## config.mk

```make
export PLATFORM = sky130hd
export DESIGN_NAME = fip_seq
export DESIGN_NICKNAME = d
export VERILOG_FILES = /design/src/common/fip_pkg.sv /design/src/hdl/fip_seq.sv
export VERILOG_INCLUDE_DIRS = /design/src /design/src/common
export SDC_FILE = /design/constraint.sdc
export NUM_CORES = 1
export LEC_CHECK = 0
export BUFFER_PORTS_ARGS = -buffer_cell sky130_fd_sc_hd__buf_2
export CAP_MARGIN = 0
export CORE_ASPECT_RATIO = 0.5
export CORE_MARGIN = 5
export CORE_UTILIZATION = 56
export DETAILED_ROUTE_END_ITERATION = 8
export PLACE_DENSITY_LB_ADDON = 0.08
export SYNTH_ARGS = -nofsm -noshare
export SYNTH_HDL_FRONTEND = slang
export SYNTH_SLANG_ARGS = --single-unit
export TNS_END_PERCENT = 1
```

## constraint.sdc

```tcl
create_clock -name I_CLOCK -period 5.6 [get_ports I_CLOCK]
set_clock_uncertainty 0.05 [all_clocks]
set_input_delay 1.12 -clock I_CLOCK [delete_from_list [all_inputs] [get_ports I_CLOCK]]
set_output_delay 1.12 -clock I_CLOCK [all_outputs]
set_load 0.03 [all_outputs]
```

## src/common/fip_map.svh

```systemverilog
// address, data and timing constants of the flash sequencer
`ifndef FIP_MAP_SVH
`define FIP_MAP_SVH
`define FIP_AW 24
`define FIP_DW 16
`define FIP_A_CMD1 12'hAAA
`define FIP_A_CMD2 12'h554
`define FIP_A_PROT 12'h77E
`define FIP_A_VENDOR 8'h00
`define FIP_A_MACRO 8'h02
`define FIP_A_SIZE 8'h04
`define FIP_D_UNLK1 8'hAA
`define FIP_D_UNLK2 8'h55
`define FIP_D_PGM 8'hA0
`define FIP_D_ERASE 8'h80
`define FIP_D_ID 8'h90
`define FIP_D_EXIT 8'hF0
`define FIP_D_PROT 8'hA5
`define FIP_D_SECT 8'h30
`define FIP_D_CHIP 8'h10
`define FIP_D_RPROT 8'hF0
`define FIP_D_WPROT 8'h0F
`define FIP_ERASED 8'hFF
`define FIP_D7 7
`define FIP_D6 6
`define FIP_SECT_HI 23
`define FIP_SECT_LO 12
`define FIP_CLK_MHZ 50
`define FIP_T_PGM_US 60
`define FIP_T_PROT_US 60
`define FIP_T_SETTLE_US 1
`define FIP_T_SECT_MS 75
`define FIP_T_CHIP_MS 300
`define FIP_CYC_PGM (`FIP_T_PGM_US * `FIP_CLK_MHZ)
`define FIP_CYC_PROT (`FIP_T_PROT_US * `FIP_CLK_MHZ)
`define FIP_CYC_SETTLE (`FIP_T_SETTLE_US * `FIP_CLK_MHZ)
`define FIP_CYC_SECT (`FIP_T_SECT_MS * 1000 * `FIP_CLK_MHZ)
`define FIP_CYC_CHIP (`FIP_T_CHIP_MS * 1000 * `FIP_CLK_MHZ)
`endif

```

## src/common/fip_pkg.sv

```systemverilog
// types of the flash sequencer
`default_nettype none
package fip_pkg;
	typedef enum logic [7:0] {
		FIP_S_IDLE = 8'h01,
		FIP_S_UNLK1 = 8'h02,
		FIP_S_UNLK2 = 8'h04,
		FIP_S_ERA3 = 8'h08,
		FIP_S_ERA4 = 8'h10,
		FIP_S_ERA5 = 8'h20,
		FIP_S_PGM = 8'h40,
		FIP_S_PROT = 8'h80
	} fip_state_t;
	typedef enum logic [3:0] {
		FIP_OP_PGM = 4'h1,
		FIP_OP_SECT = 4'h2,
		FIP_OP_CHIP = 4'h4,
		FIP_OP_PROT = 4'h8
	} fip_op_t;
	typedef logic [23:0] fip_cnt_t;
endpackage
`default_nettype wire

```

## src/hdl/fip_seq.sv

```systemverilog
// command sequencer, status flags, id mode and protection of the flash
`include "fip_map.svh"
`default_nettype none
module fip_seq #(
	parameter int SECT_ERASE_CYC = `FIP_CYC_SECT,
	parameter int CHIP_ERASE_CYC = `FIP_CYC_CHIP,
	parameter logic [7:0] VENDOR_CODE = 8'h5A, // arbitrary value
	parameter logic [7:0] MACRO_CODE = 8'h11, // arbitrary value
	parameter logic [7:0] SIZE_CODE = 8'h22 // arbitrary value
) (
	input wire logic I_CLOCK,
	input wire logic I_RST_N,
	input wire logic [`FIP_AW-1:0] I_ADDR,
	input wire logic [`FIP_DW-1:0] I_WDATA,
	input wire logic I_WR,
	input wire logic I_RD,
	input wire logic I_BYTE,
	output logic [`FIP_DW-1:0] O_RDATA,
	input wire logic I_PGMR_MODE,
	input wire logic I_BOOT_MODE,
	output logic O_PGMR_RD_BLOCK,
	output logic O_PGMR_WR_BLOCK,
	output logic O_BOOT_CMD_BLOCK,
	output logic O_BOOTROM_OVER_VECT,
	output logic O_FLASH_ALT_MAP,
	output logic [`FIP_AW-1:0] O_ARR_ADDR,
	input wire logic [`FIP_DW-1:0] I_ARR_DATA,
	output logic O_ARR_PGM,
	output logic [`FIP_AW-1:0] O_ARR_PGM_ADDR,
	output logic [`FIP_DW-1:0] O_ARR_PGM_DATA,
	output logic O_ARR_SECT_ERASE,
	output logic [`FIP_SECT_HI-`FIP_SECT_LO:0] O_ARR_SECT,
	output logic O_ARR_CHIP_ERASE,
	output logic O_BUSY,
	output logic O_ID_MODE,
	output logic O_READ_PROT,
	output logic O_WRITE_PROT
);
	fip_pkg::fip_state_t st_r;
	fip_pkg::fip_state_t st_nxt;
	fip_pkg::fip_op_t op_r;
	fip_pkg::fip_op_t op_nxt;
	fip_pkg::fip_cnt_t cnt_r;
	fip_pkg::fip_cnt_t start_cnt;
	logic busy_r;
	logic settle_r;
	logic tgl_r;
	logic id_mode_r;
	logic rprot_r;
	logic wprot_r;
	logic prot_rd_r;
	logic prot_rd_nxt;
	logic start;
	logic id_set;
	logic id_clr;
	logic [`FIP_DW-1:0] rdata_r;
	logic [`FIP_DW-1:0] rd_word;
	logic [`FIP_AW-1:0] pgm_addr_r;
	logic [`FIP_DW-1:0] pgm_data_r;
	logic [`FIP_SECT_HI-`FIP_SECT_LO:0] sect_r;
	logic arr_pgm_r;
	logic arr_sect_r;
	logic arr_chip_r;

	function automatic logic [`FIP_DW-1:0] lane(input logic [`FIP_DW-1:0] w,
			input logic byte_sel, input logic odd);
		if (byte_sel && odd)
			lane = {8'h00, w[15:8]};
		else if (byte_sel)
			lane = {8'h00, w[7:0]};
		else
			lane = w;
	endfunction

	wire [7:0] wd = I_WDATA[7:0];
	wire a_cmd1 = I_ADDR[11:0] == `FIP_A_CMD1;
	wire a_cmd2 = I_ADDR[11:0] == `FIP_A_CMD2;
	wire a_prot = I_ADDR[11:0] == `FIP_A_PROT;
	wire busy_any = busy_r || settle_r;
	wire done = busy_r && (cnt_r == fip_pkg::fip_cnt_t'(1));
	wire settle_done = settle_r && (cnt_r == fip_pkg::fip_cnt_t'(1));
	wire pgmr_rd_block = I_PGMR_MODE && rprot_r;
	wire pgmr_wr_block = I_PGMR_MODE && wprot_r;
	wire is_erase = (op_r == fip_pkg::FIP_OP_SECT) ||
		(op_r == fip_pkg::FIP_OP_CHIP);
	// bit 7 is useless for protect set, so it reads 0 there
	wire poll_d7 = (op_r == fip_pkg::FIP_OP_PGM) ?
		~pgm_data_r[`FIP_D7] : 1'b0;
	wire [7:0] prot_stat = {{4{~rprot_r}}, {4{~wprot_r}}};
	wire [7:0] id_byte = a_prot ? prot_stat :
		(I_ADDR[7:0] == `FIP_A_VENDOR) ? VENDOR_CODE :
		(I_ADDR[7:0] == `FIP_A_MACRO) ? MACRO_CODE :
		(I_ADDR[7:0] == `FIP_A_SIZE) ? SIZE_CODE : 8'h00;
	wire [7:0] busy_byte = (8'h01 << `FIP_D7) & {8{poll_d7}} |
		(8'h01 << `FIP_D6) & {8{tgl_r}};
	wire [7:0] settle_byte = 8'h01 << `FIP_D7;

	// array contents never leave while busy, in id mode or when blocked
	assign rd_word = busy_r ? {8'h00, busy_byte} :
		settle_r ? {8'h00, settle_byte} :
		id_mode_r ? {8'h00, id_byte} :
		pgmr_rd_block ? {`FIP_DW{1'b0}} :
		lane(I_ARR_DATA, I_BYTE, I_ADDR[0]);

	assign start_cnt = (op_nxt == fip_pkg::FIP_OP_PGM) ?
		fip_pkg::fip_cnt_t'(`FIP_CYC_PGM) :
		(op_nxt == fip_pkg::FIP_OP_SECT) ?
		fip_pkg::fip_cnt_t'(SECT_ERASE_CYC) :
		(op_nxt == fip_pkg::FIP_OP_CHIP) ?
		fip_pkg::fip_cnt_t'(CHIP_ERASE_CYC) :
		fip_pkg::fip_cnt_t'(`FIP_CYC_PROT);

	always_comb begin
		st_nxt = st_r;
		op_nxt = op_r;
		prot_rd_nxt = prot_rd_r;
		start = 1'b0;
		id_set = 1'b0;
		id_clr = 1'b0;
		// writes during an automatic operation are ignored
		if (I_WR && !busy_any) begin
			st_nxt = fip_pkg::FIP_S_IDLE;
			case (st_r)
				fip_pkg::FIP_S_IDLE: begin
					if (a_cmd1 && wd == `FIP_D_UNLK1)
						st_nxt = fip_pkg::FIP_S_UNLK1;
					else if (wd == `FIP_D_EXIT)
						id_clr = 1'b1;
				end
				fip_pkg::FIP_S_UNLK1: begin
					if (a_cmd2 && wd == `FIP_D_UNLK2)
						st_nxt = fip_pkg::FIP_S_UNLK2;
				end
				fip_pkg::FIP_S_UNLK2: begin
					if (a_cmd1) begin
						case (wd)
							`FIP_D_PGM: st_nxt = fip_pkg::FIP_S_PGM;
							`FIP_D_ERASE: st_nxt = fip_pkg::FIP_S_ERA3;
							`FIP_D_PROT: st_nxt = fip_pkg::FIP_S_PROT;
							`FIP_D_ID: id_set = 1'b1;
							`FIP_D_EXIT: id_clr = 1'b1;
							default: st_nxt = fip_pkg::FIP_S_IDLE;
						endcase
					end
				end
				fip_pkg::FIP_S_ERA3: begin
					if (a_cmd1 && wd == `FIP_D_UNLK1)
						st_nxt = fip_pkg::FIP_S_ERA4;
				end
				fip_pkg::FIP_S_ERA4: begin
					if (a_cmd2 && wd == `FIP_D_UNLK2)
						st_nxt = fip_pkg::FIP_S_ERA5;
				end
				fip_pkg::FIP_S_ERA5: begin
					// sector erase is not offered in programmer mode
					if (wd == `FIP_D_SECT && !I_PGMR_MODE) begin
						start = 1'b1;
						op_nxt = fip_pkg::FIP_OP_SECT;
					end else if (a_cmd1 && wd == `FIP_D_CHIP) begin
						start = 1'b1;
						op_nxt = fip_pkg::FIP_OP_CHIP;
					end
				end
				fip_pkg::FIP_S_PGM: begin
					if (!pgmr_wr_block) begin
						start = 1'b1;
						op_nxt = fip_pkg::FIP_OP_PGM;
					end
				end
				fip_pkg::FIP_S_PROT: begin
					if (a_prot && (wd == `FIP_D_RPROT ||
							wd == `FIP_D_WPROT)) begin
						start = 1'b1;
						op_nxt = fip_pkg::FIP_OP_PROT;
						prot_rd_nxt = wd == `FIP_D_RPROT;
					end
				end
				default: st_nxt = fip_pkg::FIP_S_IDLE;
			endcase
		end
	end

	always_ff @(posedge I_CLOCK or negedge I_RST_N) begin
		if (!I_RST_N) begin
			st_r <= fip_pkg::FIP_S_IDLE;
			op_r <= fip_pkg::FIP_OP_PGM;
			prot_rd_r <= 1'b0;
		end else begin
			st_r <= st_nxt;
			op_r <= op_nxt;
			prot_rd_r <= prot_rd_nxt;
		end
	end

	always_ff @(posedge I_CLOCK or negedge I_RST_N) begin
		if (!I_RST_N) begin
			busy_r <= 1'b0;
			settle_r <= 1'b0;
			cnt_r <= '0;
		end else if (start) begin
			busy_r <= 1'b1;
			cnt_r <= start_cnt;
		end else if (done) begin
			busy_r <= 1'b0;
			settle_r <= is_erase;
			cnt_r <= fip_pkg::fip_cnt_t'(`FIP_CYC_SETTLE);
		end else if (settle_done) begin
			settle_r <= 1'b0;
		end else if (busy_any) begin
			cnt_r <= cnt_r - fip_pkg::fip_cnt_t'(1);
		end
	end

	// toggle flips only on reads, so polling software sees each change
	always_ff @(posedge I_CLOCK or negedge I_RST_N) begin
		if (!I_RST_N)
			tgl_r <= 1'b0;
		else if (start)
			tgl_r <= 1'b1;
		else if (I_RD && busy_r)
			tgl_r <= ~tgl_r;
		else if (!busy_r)
			tgl_r <= 1'b0;
	end

	always_ff @(posedge I_CLOCK or negedge I_RST_N) begin
		if (!I_RST_N)
			id_mode_r <= 1'b0;
		else if (id_set)
			id_mode_r <= 1'b1;
		else if (id_clr)
			id_mode_r <= 1'b0;
	end

	// volatile model of the protect cells: set only on protect completion
	always_ff @(posedge I_CLOCK or negedge I_RST_N) begin
		if (!I_RST_N) begin
			rprot_r <= 1'b0;
			wprot_r <= 1'b0;
		end else if (done && op_r == fip_pkg::FIP_OP_CHIP) begin
			rprot_r <= 1'b0;
			wprot_r <= 1'b0;
		end else if (done && op_r == fip_pkg::FIP_OP_PROT) begin
			rprot_r <= rprot_r | prot_rd_r;
			wprot_r <= wprot_r | ~prot_rd_r;
		end
	end

	always_ff @(posedge I_CLOCK or negedge I_RST_N) begin
		if (!I_RST_N) begin
			pgm_addr_r <= '0;
			pgm_data_r <= '0;
			sect_r <= '0;
		end else if (start) begin
			pgm_addr_r <= I_ADDR;
			pgm_data_r <= I_WDATA;
			sect_r <= I_ADDR[`FIP_SECT_HI:`FIP_SECT_LO];
		end
	end

	// array strobes last one cycle; the macro fills erased bytes with ones
	always_ff @(posedge I_CLOCK or negedge I_RST_N) begin
		if (!I_RST_N) begin
			arr_pgm_r <= 1'b0;
			arr_sect_r <= 1'b0;
			arr_chip_r <= 1'b0;
		end else begin
			arr_pgm_r <= start && op_nxt == fip_pkg::FIP_OP_PGM;
			arr_sect_r <= start && op_nxt == fip_pkg::FIP_OP_SECT;
			arr_chip_r <= start && op_nxt == fip_pkg::FIP_OP_CHIP;
		end
	end

	always_ff @(posedge I_CLOCK or negedge I_RST_N) begin
		if (!I_RST_N)
			rdata_r <= '0;
		else if (I_RD)
			rdata_r <= rd_word;
	end

	assign O_RDATA = rdata_r;
	assign O_ARR_ADDR = I_ADDR;
	assign O_ARR_PGM = arr_pgm_r;
	assign O_ARR_PGM_ADDR = pgm_addr_r;
	assign O_ARR_PGM_DATA = pgm_data_r;
	assign O_ARR_SECT_ERASE = arr_sect_r;
	assign O_ARR_SECT = sect_r;
	assign O_ARR_CHIP_ERASE = arr_chip_r;
	assign O_PGMR_RD_BLOCK = pgmr_rd_block;
	assign O_PGMR_WR_BLOCK = pgmr_wr_block;
	assign O_BOOT_CMD_BLOCK = I_BOOT_MODE && (rprot_r || wprot_r);
	assign O_BOOTROM_OVER_VECT = I_BOOT_MODE;
	assign O_FLASH_ALT_MAP = I_BOOT_MODE;
	assign O_BUSY = busy_any;
	assign O_ID_MODE = id_mode_r;
	assign O_READ_PROT = rprot_r;
	assign O_WRITE_PROT = wprot_r;
endmodule
`default_nettype wire

```

==> results.py, run 1 <==
metrics = {
    "synthesis": {
        "synth_top_family_by_area": "simple AND/OR/NAND/NOR gates",
        "synth_compound_area_frac": 0.1447,
        "synth_ff_type": "dfrtp_1",
        "yosys.area_share.simple": 0.2715,
        "synth_common_cells": "168 x nand2_1, 100 x dfrtp_1, 40 x o21ai_0",
        "synthXorXnorAreaFrac": 0.02633,
        "synth-adder-area-share": 0.004425,
        "ys_warn_count": 0,
        "synth_area_leaders": "dfrtp_1 44%, nand2_1 11%, buf_4 5.0%, o21ai_0 3.5%, nor3_1 2.3%",
        "synth_cell_type_count": 70,
        "yosysSeqAreaShare": 0.4518,
        "synth.most_common_cell": "nand2_1",
        "synth_top_area_frac": 0.4425,
        "postSynthAreaPerCell_sq_um": 8.595,
        "synth.largest_area_cell": "dfrtp_1",
        "synthCells": 658,
        "ys_seq_elements": 102,
        "synth_edf_count": 0,
        "syn_area_sq_um": 5655,
        "synthMuxAreaShare": 0.003761,
        "postSynth.asyncResetShare": 1.000,
        "synth_nets": 723,
    },
    "critical_path": {
        "max_stage_delay_ns": 1.01,
        "crit_chain": "buf_2, or4_4, nor2_1, nor2_1, o311ai_4, o21ai_0, xor2_1, o21ai_0",
        "cp_max_fo": 26,
        "cp.required_ns": 5.81,
        "endpoint_kind": "flip-flop",
        "slowest_stage": "o311ai_4",
        "criticalPathCategory": "input port to flip-flop",
        "worstPathArrival_ns": 3.83,
        "start_kind": "input port",
    },
    "clock_network": {
        "cts_root_buf": "clkbuf_16",
        "cts_resized": 0,
        "cts.sinks": 102,
        "insertion_delay_ns": 0.35,
        "path_clk_slew_ns": 0.07,
        "cts_made_buffers": 9,
        "cts_setup_buffers": 0,
        "h-tree-depth": 3,
        "cts-hold-fix-buffers": 0,
        "cts_tree": "done",
        "clockBufferDepth": 2,
    },
    "final_layout": {
        "drive_gt1_frac": 0.2693,
        "nFillCells": 821,
        "area_delta_synth_final_pct": 16.17,
        "antenna_cells": 0,
        "final_cell_area_sq_um": 6570,
        "layout.nets": 836,
    },
    "timing": {
        "slew-limit-headroom": 0.1405,
        "tightest_slew_ns": 1.271,
        "finalSetupViolCount": 0,
        "tns_ns": 0,
        "timing.final.ws_setup_ns": 1.983,
        "rsz0062_at_grt": "no",
        "period_share": 0.6459,
        "whs_ns": 0.4127,
        "drv_slew": 0,
        "hold_viol_final": 0,
        "clock.fmax_mhz": 276.5,
        "post-route-min-period_ns": 3.617,
    },
    "placement": {
        "placed_area_sq_um": 6264,
        "port_buffers": 166,
        "dp_hpwl_um": 11700,
        "place_congestion": 0.9074,
        "pre_cts_slack_ns": 1.649,
    },
    "status": {
        "outcome": "finished, final reports clean",
    },
    "drt": {
        "firstDrtPassIters": 5,
        "wl_um": 15780,
        "wire_per_inst_um": 17.32,
        "final_antenna_net_count": 0,
        "detail_route.drc_violations": 0,
        "vias": 5094,
        "routed_via_density": 5.592,
        "drtIter0Drc": 483,
    },
    "pwr": {
        "p_per_area_nw_per_um2": 230.7,
        "irDropWorstVdd_mv": 0.1495,
        "leakage_nw": 3.434,
        "power_mw": 1.516,
    },
    "grt": {
        "grt_overflow": 0,
        "grt_pass1_vias": 4943,
        "grt_use_total": 0.2609,
        "grt_pass1_wl_um": 25820,
        "antenna_found_initial": 0,
        "grt_start_max_net_pins": 67,
    },
    "floorplanning": {
        "die_h_um": 81.06,
        "core_sq_um": 9634,
        "rows": 25,
        "initial_core_util": 0.5870,
        "dieArea_sq_um": 12330,
        "die_w_um": 152.1,
        "ios": 167,
    },
    "hold_path": {
        "hp-class": "flip-flop to flip-flop",
    },
    "job": {
        "cap_violations": 0,
    },
}
-- cells by family after synthesis --
kind of cell    count (synthesis)
simple gates                  319
xor+xnor                       17
buf+inv                       100
fa+ha+maj                       2
flops                         102
compound gates                116
mux                             2
-- sequential cells by signal, indices dropped and copies added, names as in the netlist, 4 cells and up --
signal and flops:
O_RDATA 16, O_ARR_PGM_DATA 16, op_r 4, cnt_r 24
O_ARR_PGM_ADDR 24, st_r 8
-- final timing paths --
kind,startpoint,end,slack [ns],cells past startpoint
hold reg to reg,O_ARR_PGM_ADDR[0],O_ARR_PGM_ADDR[0],0.41,2
hold / removal,O_ARR_PGM_ADDR[0],O_ARR_PGM_ADDR[0],0.41,2
setup / recovery,I_WDATA[0],cnt_r[16],1.98,8
min in group asynchronous,I_RST_N,O_RDATA[3],0.82,1
max in group asynchronous,I_RST_N,O_ARR_PGM_ADDR[11],3.71,2
setup reg to reg,busy_r,cnt_r[16],2.35,7
-- layout make-up --
class / count / area (sq um) / share of cell area
clock inverters: 7 / 81.33 / 0.01238
inverters: 33 / 123.9 / 0.01885
clock buffers: 9 / 225.2 / 0.03428
well taps: 135 / 168.9 / 0.02571
flip-flops and latches: 102 / 2555 / 0.3889
repair buffers: 169 / 855.8 / 0.1303
multi-input cells: 456 / 2560 / 0.3896
-- cells in the final DEF, fill, tap and decap left out, types with 4 or more instances in the layout --
master     count
a21oi_1       20
a31oi_1        5
a32o_1         4
and2_1         4
and3_1         4
buf_2        165
buf_4          4
clkbuf_16      9
dfrtp_1      100
inv_1         33
nand2_1      168
nand2b_1       9
nand3_1       19
nand4_1        7
nor2_1        28
nor3_1        26
nor3b_1        5
nor4_1        12
o21ai_0       40
o221ai_1       5
o22ai_1        6
or3_1          6
or4_1          9
xnor2_1       11
xor2_1         6
-- routing by layer --
layer | vias up | wire length, um | GRT usage
met5 | - | 0 | 0
li1 | 2465 | - | -
met4 | 0 | 128 | 0.05650
met1 | 2406 | 6854 | 0.3381
met3 | 11 | 1151 | 0.06386
met2 | 212 | 7648 | 0.4540
-- power breakdown --
group / internal [mW] / switching (mW) / total, mW
combinational: 0.0386 / 0.0819 / 0.121
clock: 0.353 / 0.294 / 0.647
sequential: 0.743 / 0.00459 / 0.748
-- through the flow --
step,utilization,cells
floorplan,-,658
global placement,0.6501,895
detailed placement,0.6501,895
CTS,0.6819,911
global route,0.6819,911
finish,0.6819,911
-- critical path, delay by kind of cell --
kind / cells / cell delay [ns]
AO/OA/AOI/OAI: 3 / 1.42
buffers and inverters: 1 / 0.12
XOR/XNOR: 1 / 0.19
AND/OR/NAND/NOR: 3 / 0.96
No activity file was read; power rests on OpenSTA's default activity.
==> run 2, diff against run 1 <==
--- a/config.mk
+++ b/config.mk
@@ -10,7 +10,7 @@
 export CAP_MARGIN = 0
 export CORE_ASPECT_RATIO = 0.5
 export CORE_MARGIN = 5
-export CORE_UTILIZATION = 56
+export CORE_UTILIZATION = 47
 export DETAILED_ROUTE_END_ITERATION = 8
 export PLACE_DENSITY_LB_ADDON = 0.08
 export SYNTH_ARGS = -nofsm -noshare
==> constraint.sdc (replaced) <==
create_clock -name I_CLOCK -period 3.3 [get_ports I_CLOCK]
set_clock_uncertainty 0.05 [all_clocks]
set_input_delay 0.66 -clock I_CLOCK [delete_from_list [all_inputs] [get_ports I_CLOCK]]
set_output_delay 0.66 -clock I_CLOCK [all_outputs]
set_load 0.03 [all_outputs]
==> results.py, run 2 (synthesis gave the netlist of run 1 again) <==
metrics = {
    "final_layout": {
        "area_delta_synth_final_pct": 19.36,
        "final_util": 0.5717,
        "antenna_cells": 0,
        "final_cell_mix": "168 x nand2_1, 165 x buf_2, 100 x dfrtp_1, 40 x o21ai_0, 33 x inv_1",
        "drive_gt1_frac": 0.2850,
        "layout_commonest_cell": "nand2_1",
        "layout.nets": 854,
        "fin_cells": 958,
    },
    "drt": {
        "detail_route.drc_violations": 0,
        "vias": 5128,
        "wl_um": 15820,
        "firstDrtPassIters": 5,
        "wire_per_inst_um": 16.52,
        "drtIter0Drc": 315,
        "routed_via_density": 5.353,
        "final_antenna_net_count": 0,
    },
    "placement": {
        "dp_hpwl_um": 12090,
        "port_buffers": 166,
        "place_congestion": 0.9058,
        "dp_cells": 943,
        "pre_cts_slack_ns": 0.1155,
    },
    "floorplanning": {
        "dieArea_sq_um": 14460,
        "core_sq_um": 11810,
        "die_h_um": 87.57,
        "die_w_um": 165.1,
        "rows": 28,
        "ios": 167,
        "initial_core_util": 0.4790,
    },
    "critical_path": {
        "crit_chain": "buf_2, or4_1, nor3_1, nor2_1, o311ai_4, buf_4, nor3_1, a21oi_1",
        "r2r-start": "cnt_r[1]",
        "criticalPathCategory": "input port to flip-flop",
        "critical-path-top-delay-family": "simple AND/OR/NAND/NOR gates",
        "crit_start": "I_WDATA[4]",
        "endpoint_kind": "flip-flop",
        "cp_num_buf_inv": 2,
        "max_stage_delay_ns": 0.67,
        "cp_max_fo": 28,
        "slowest_stage": "o311ai_4",
        "critical_path.most_common_cell": "nor3_1",
        "cp.required_ns": 3.52,
        "worstPathArrival_ns": 3.04,
        "start_kind": "input port",
    },
    "timing": {
        "slew-limit-headroom": 0.5441,
        "period_share": 0.8553,
        "whs_ns": 0.2375,
        "post-route-min-period_ns": 2.822,
        "timing.final.ws_setup_ns": 0.4776,
        "tightest_slew_ns": 0.6822,
        "rsz0062_at_grt": "no",
        "hold_viol_final": 0,
        "clock.fmax_mhz": 354.3,
        "drv_slew": 0,
        "finalSetupViolCount": 0,
        "tns_ns": 0,
    },
    "clock_network": {
        "cts_made_buffers": 9,
        "cts_tree": "done",
        "cts_resized": 0,
        "cts_setup_buffers": 0,
        "cts-hold-fix-buffers": 0,
        "cts_root_buf": "clkbuf_16",
        "insertion_delay_ns": 0.34,
        "path_clk_slew_ns": 0.07,
        "clockBufferDepth": 2,
        "cts.sinks": 102,
        "h-tree-depth": 3,
    },
    "pwr": {
        "leakage_nw": 3.516,
        "p_per_area_nw_per_um2": 374.2,
        "irDropWorstVdd_mv": 0.2212,
    },
    "job": {
        "cap_violations": 0,
    },
    "grt": {
        "grt_pass1_wl_um": 24900,
        "antenna_found_initial": 0,
        "met1_usage": 0.3118,
        "grt_overflow": 0,
        "global_route.usage.met2": 0.3484,
        "globalRouteMet3Util": 0.04560,
        "grt_use_total": 0.2183,
        "grt_start_max_net_pins": 65,
        "grt_pass1_vias": 4749,
        "grt.busiest_layer": "met2",
    },
    "status": {
        "outcome": "finished, final reports clean",
    },
    "hold_path": {
        "hp-class": "input port to async pin",
    },
}
-- run 2: cell types whose count changed in the layout (fill, tap and decap cells not counted), sizes merged --
cell,delta
buf,+18
clkinvlp,+2
inv,-2
clkinv,-1
-- run 2: power breakdown --
group	switching, mW	total (mW)	internal, mW
Sequential	0.00837	1.27	1.26
Clock	0.459	1.04	0.582
Combinational	0.143	0.214	0.0704
Total	0.611	2.53	1.91
-- run 2: worst register-to-register path, cell delays in order, from the launching register on --
cell	delay (ns)
dfrtp_1	0.40
inv_1	0.09
ha_1	0.17
nor3b_1	0.13
and3_1	0.22
a41o_2	0.44
or4_1	0.50
or4_1	0.44
xor2_1	0.15
o21ai_1	0.07
-- run 2: cell type report --
cell class | count | area [sq um]
fill | 1140 | 5056
multi-input combinational | 456 | 2560
sequential | 102 | 2555
timing repair buffer | 187 | 1016
clock buffer | 9 | 225.2
tap | 165 | 206.4
inverter | 33 | 123.9
clock inverter | 6 | 63.81
-- run 2: worst paths after layout --
kind	end	slack (ns)	depth (start not counted)
max reg2reg	cnt_r[9]	0.51	9
min reg2reg	O_ARR_PGM_ADDR[10]	0.41	2
min	O_RDATA[13]	0.24	1
min in group I_CLOCK	O_ARR_PGM_ADDR[10]	0.41	2
max	cnt_r[6]	0.48	8
max in group asynchronous	op_r[0]	2.18	2
-- run 2: stage by stage --
stage                     instance area, sq um  power (mW)
final                                     6750       2.526
after global routing                      6750       2.638
after global placement                    6461       1.506
after detailed placement                  6461       1.510
after CTS                                 6750       2.562
after floorplan                           5655       1.409
-- run 2: per-layer routing --
layer,vias to the layer above,share of wire
met2,186,0.47
met3,8,0.076
li1,2506,-
met5,-,0
met4,0,0.0046
met1,2428,0.45
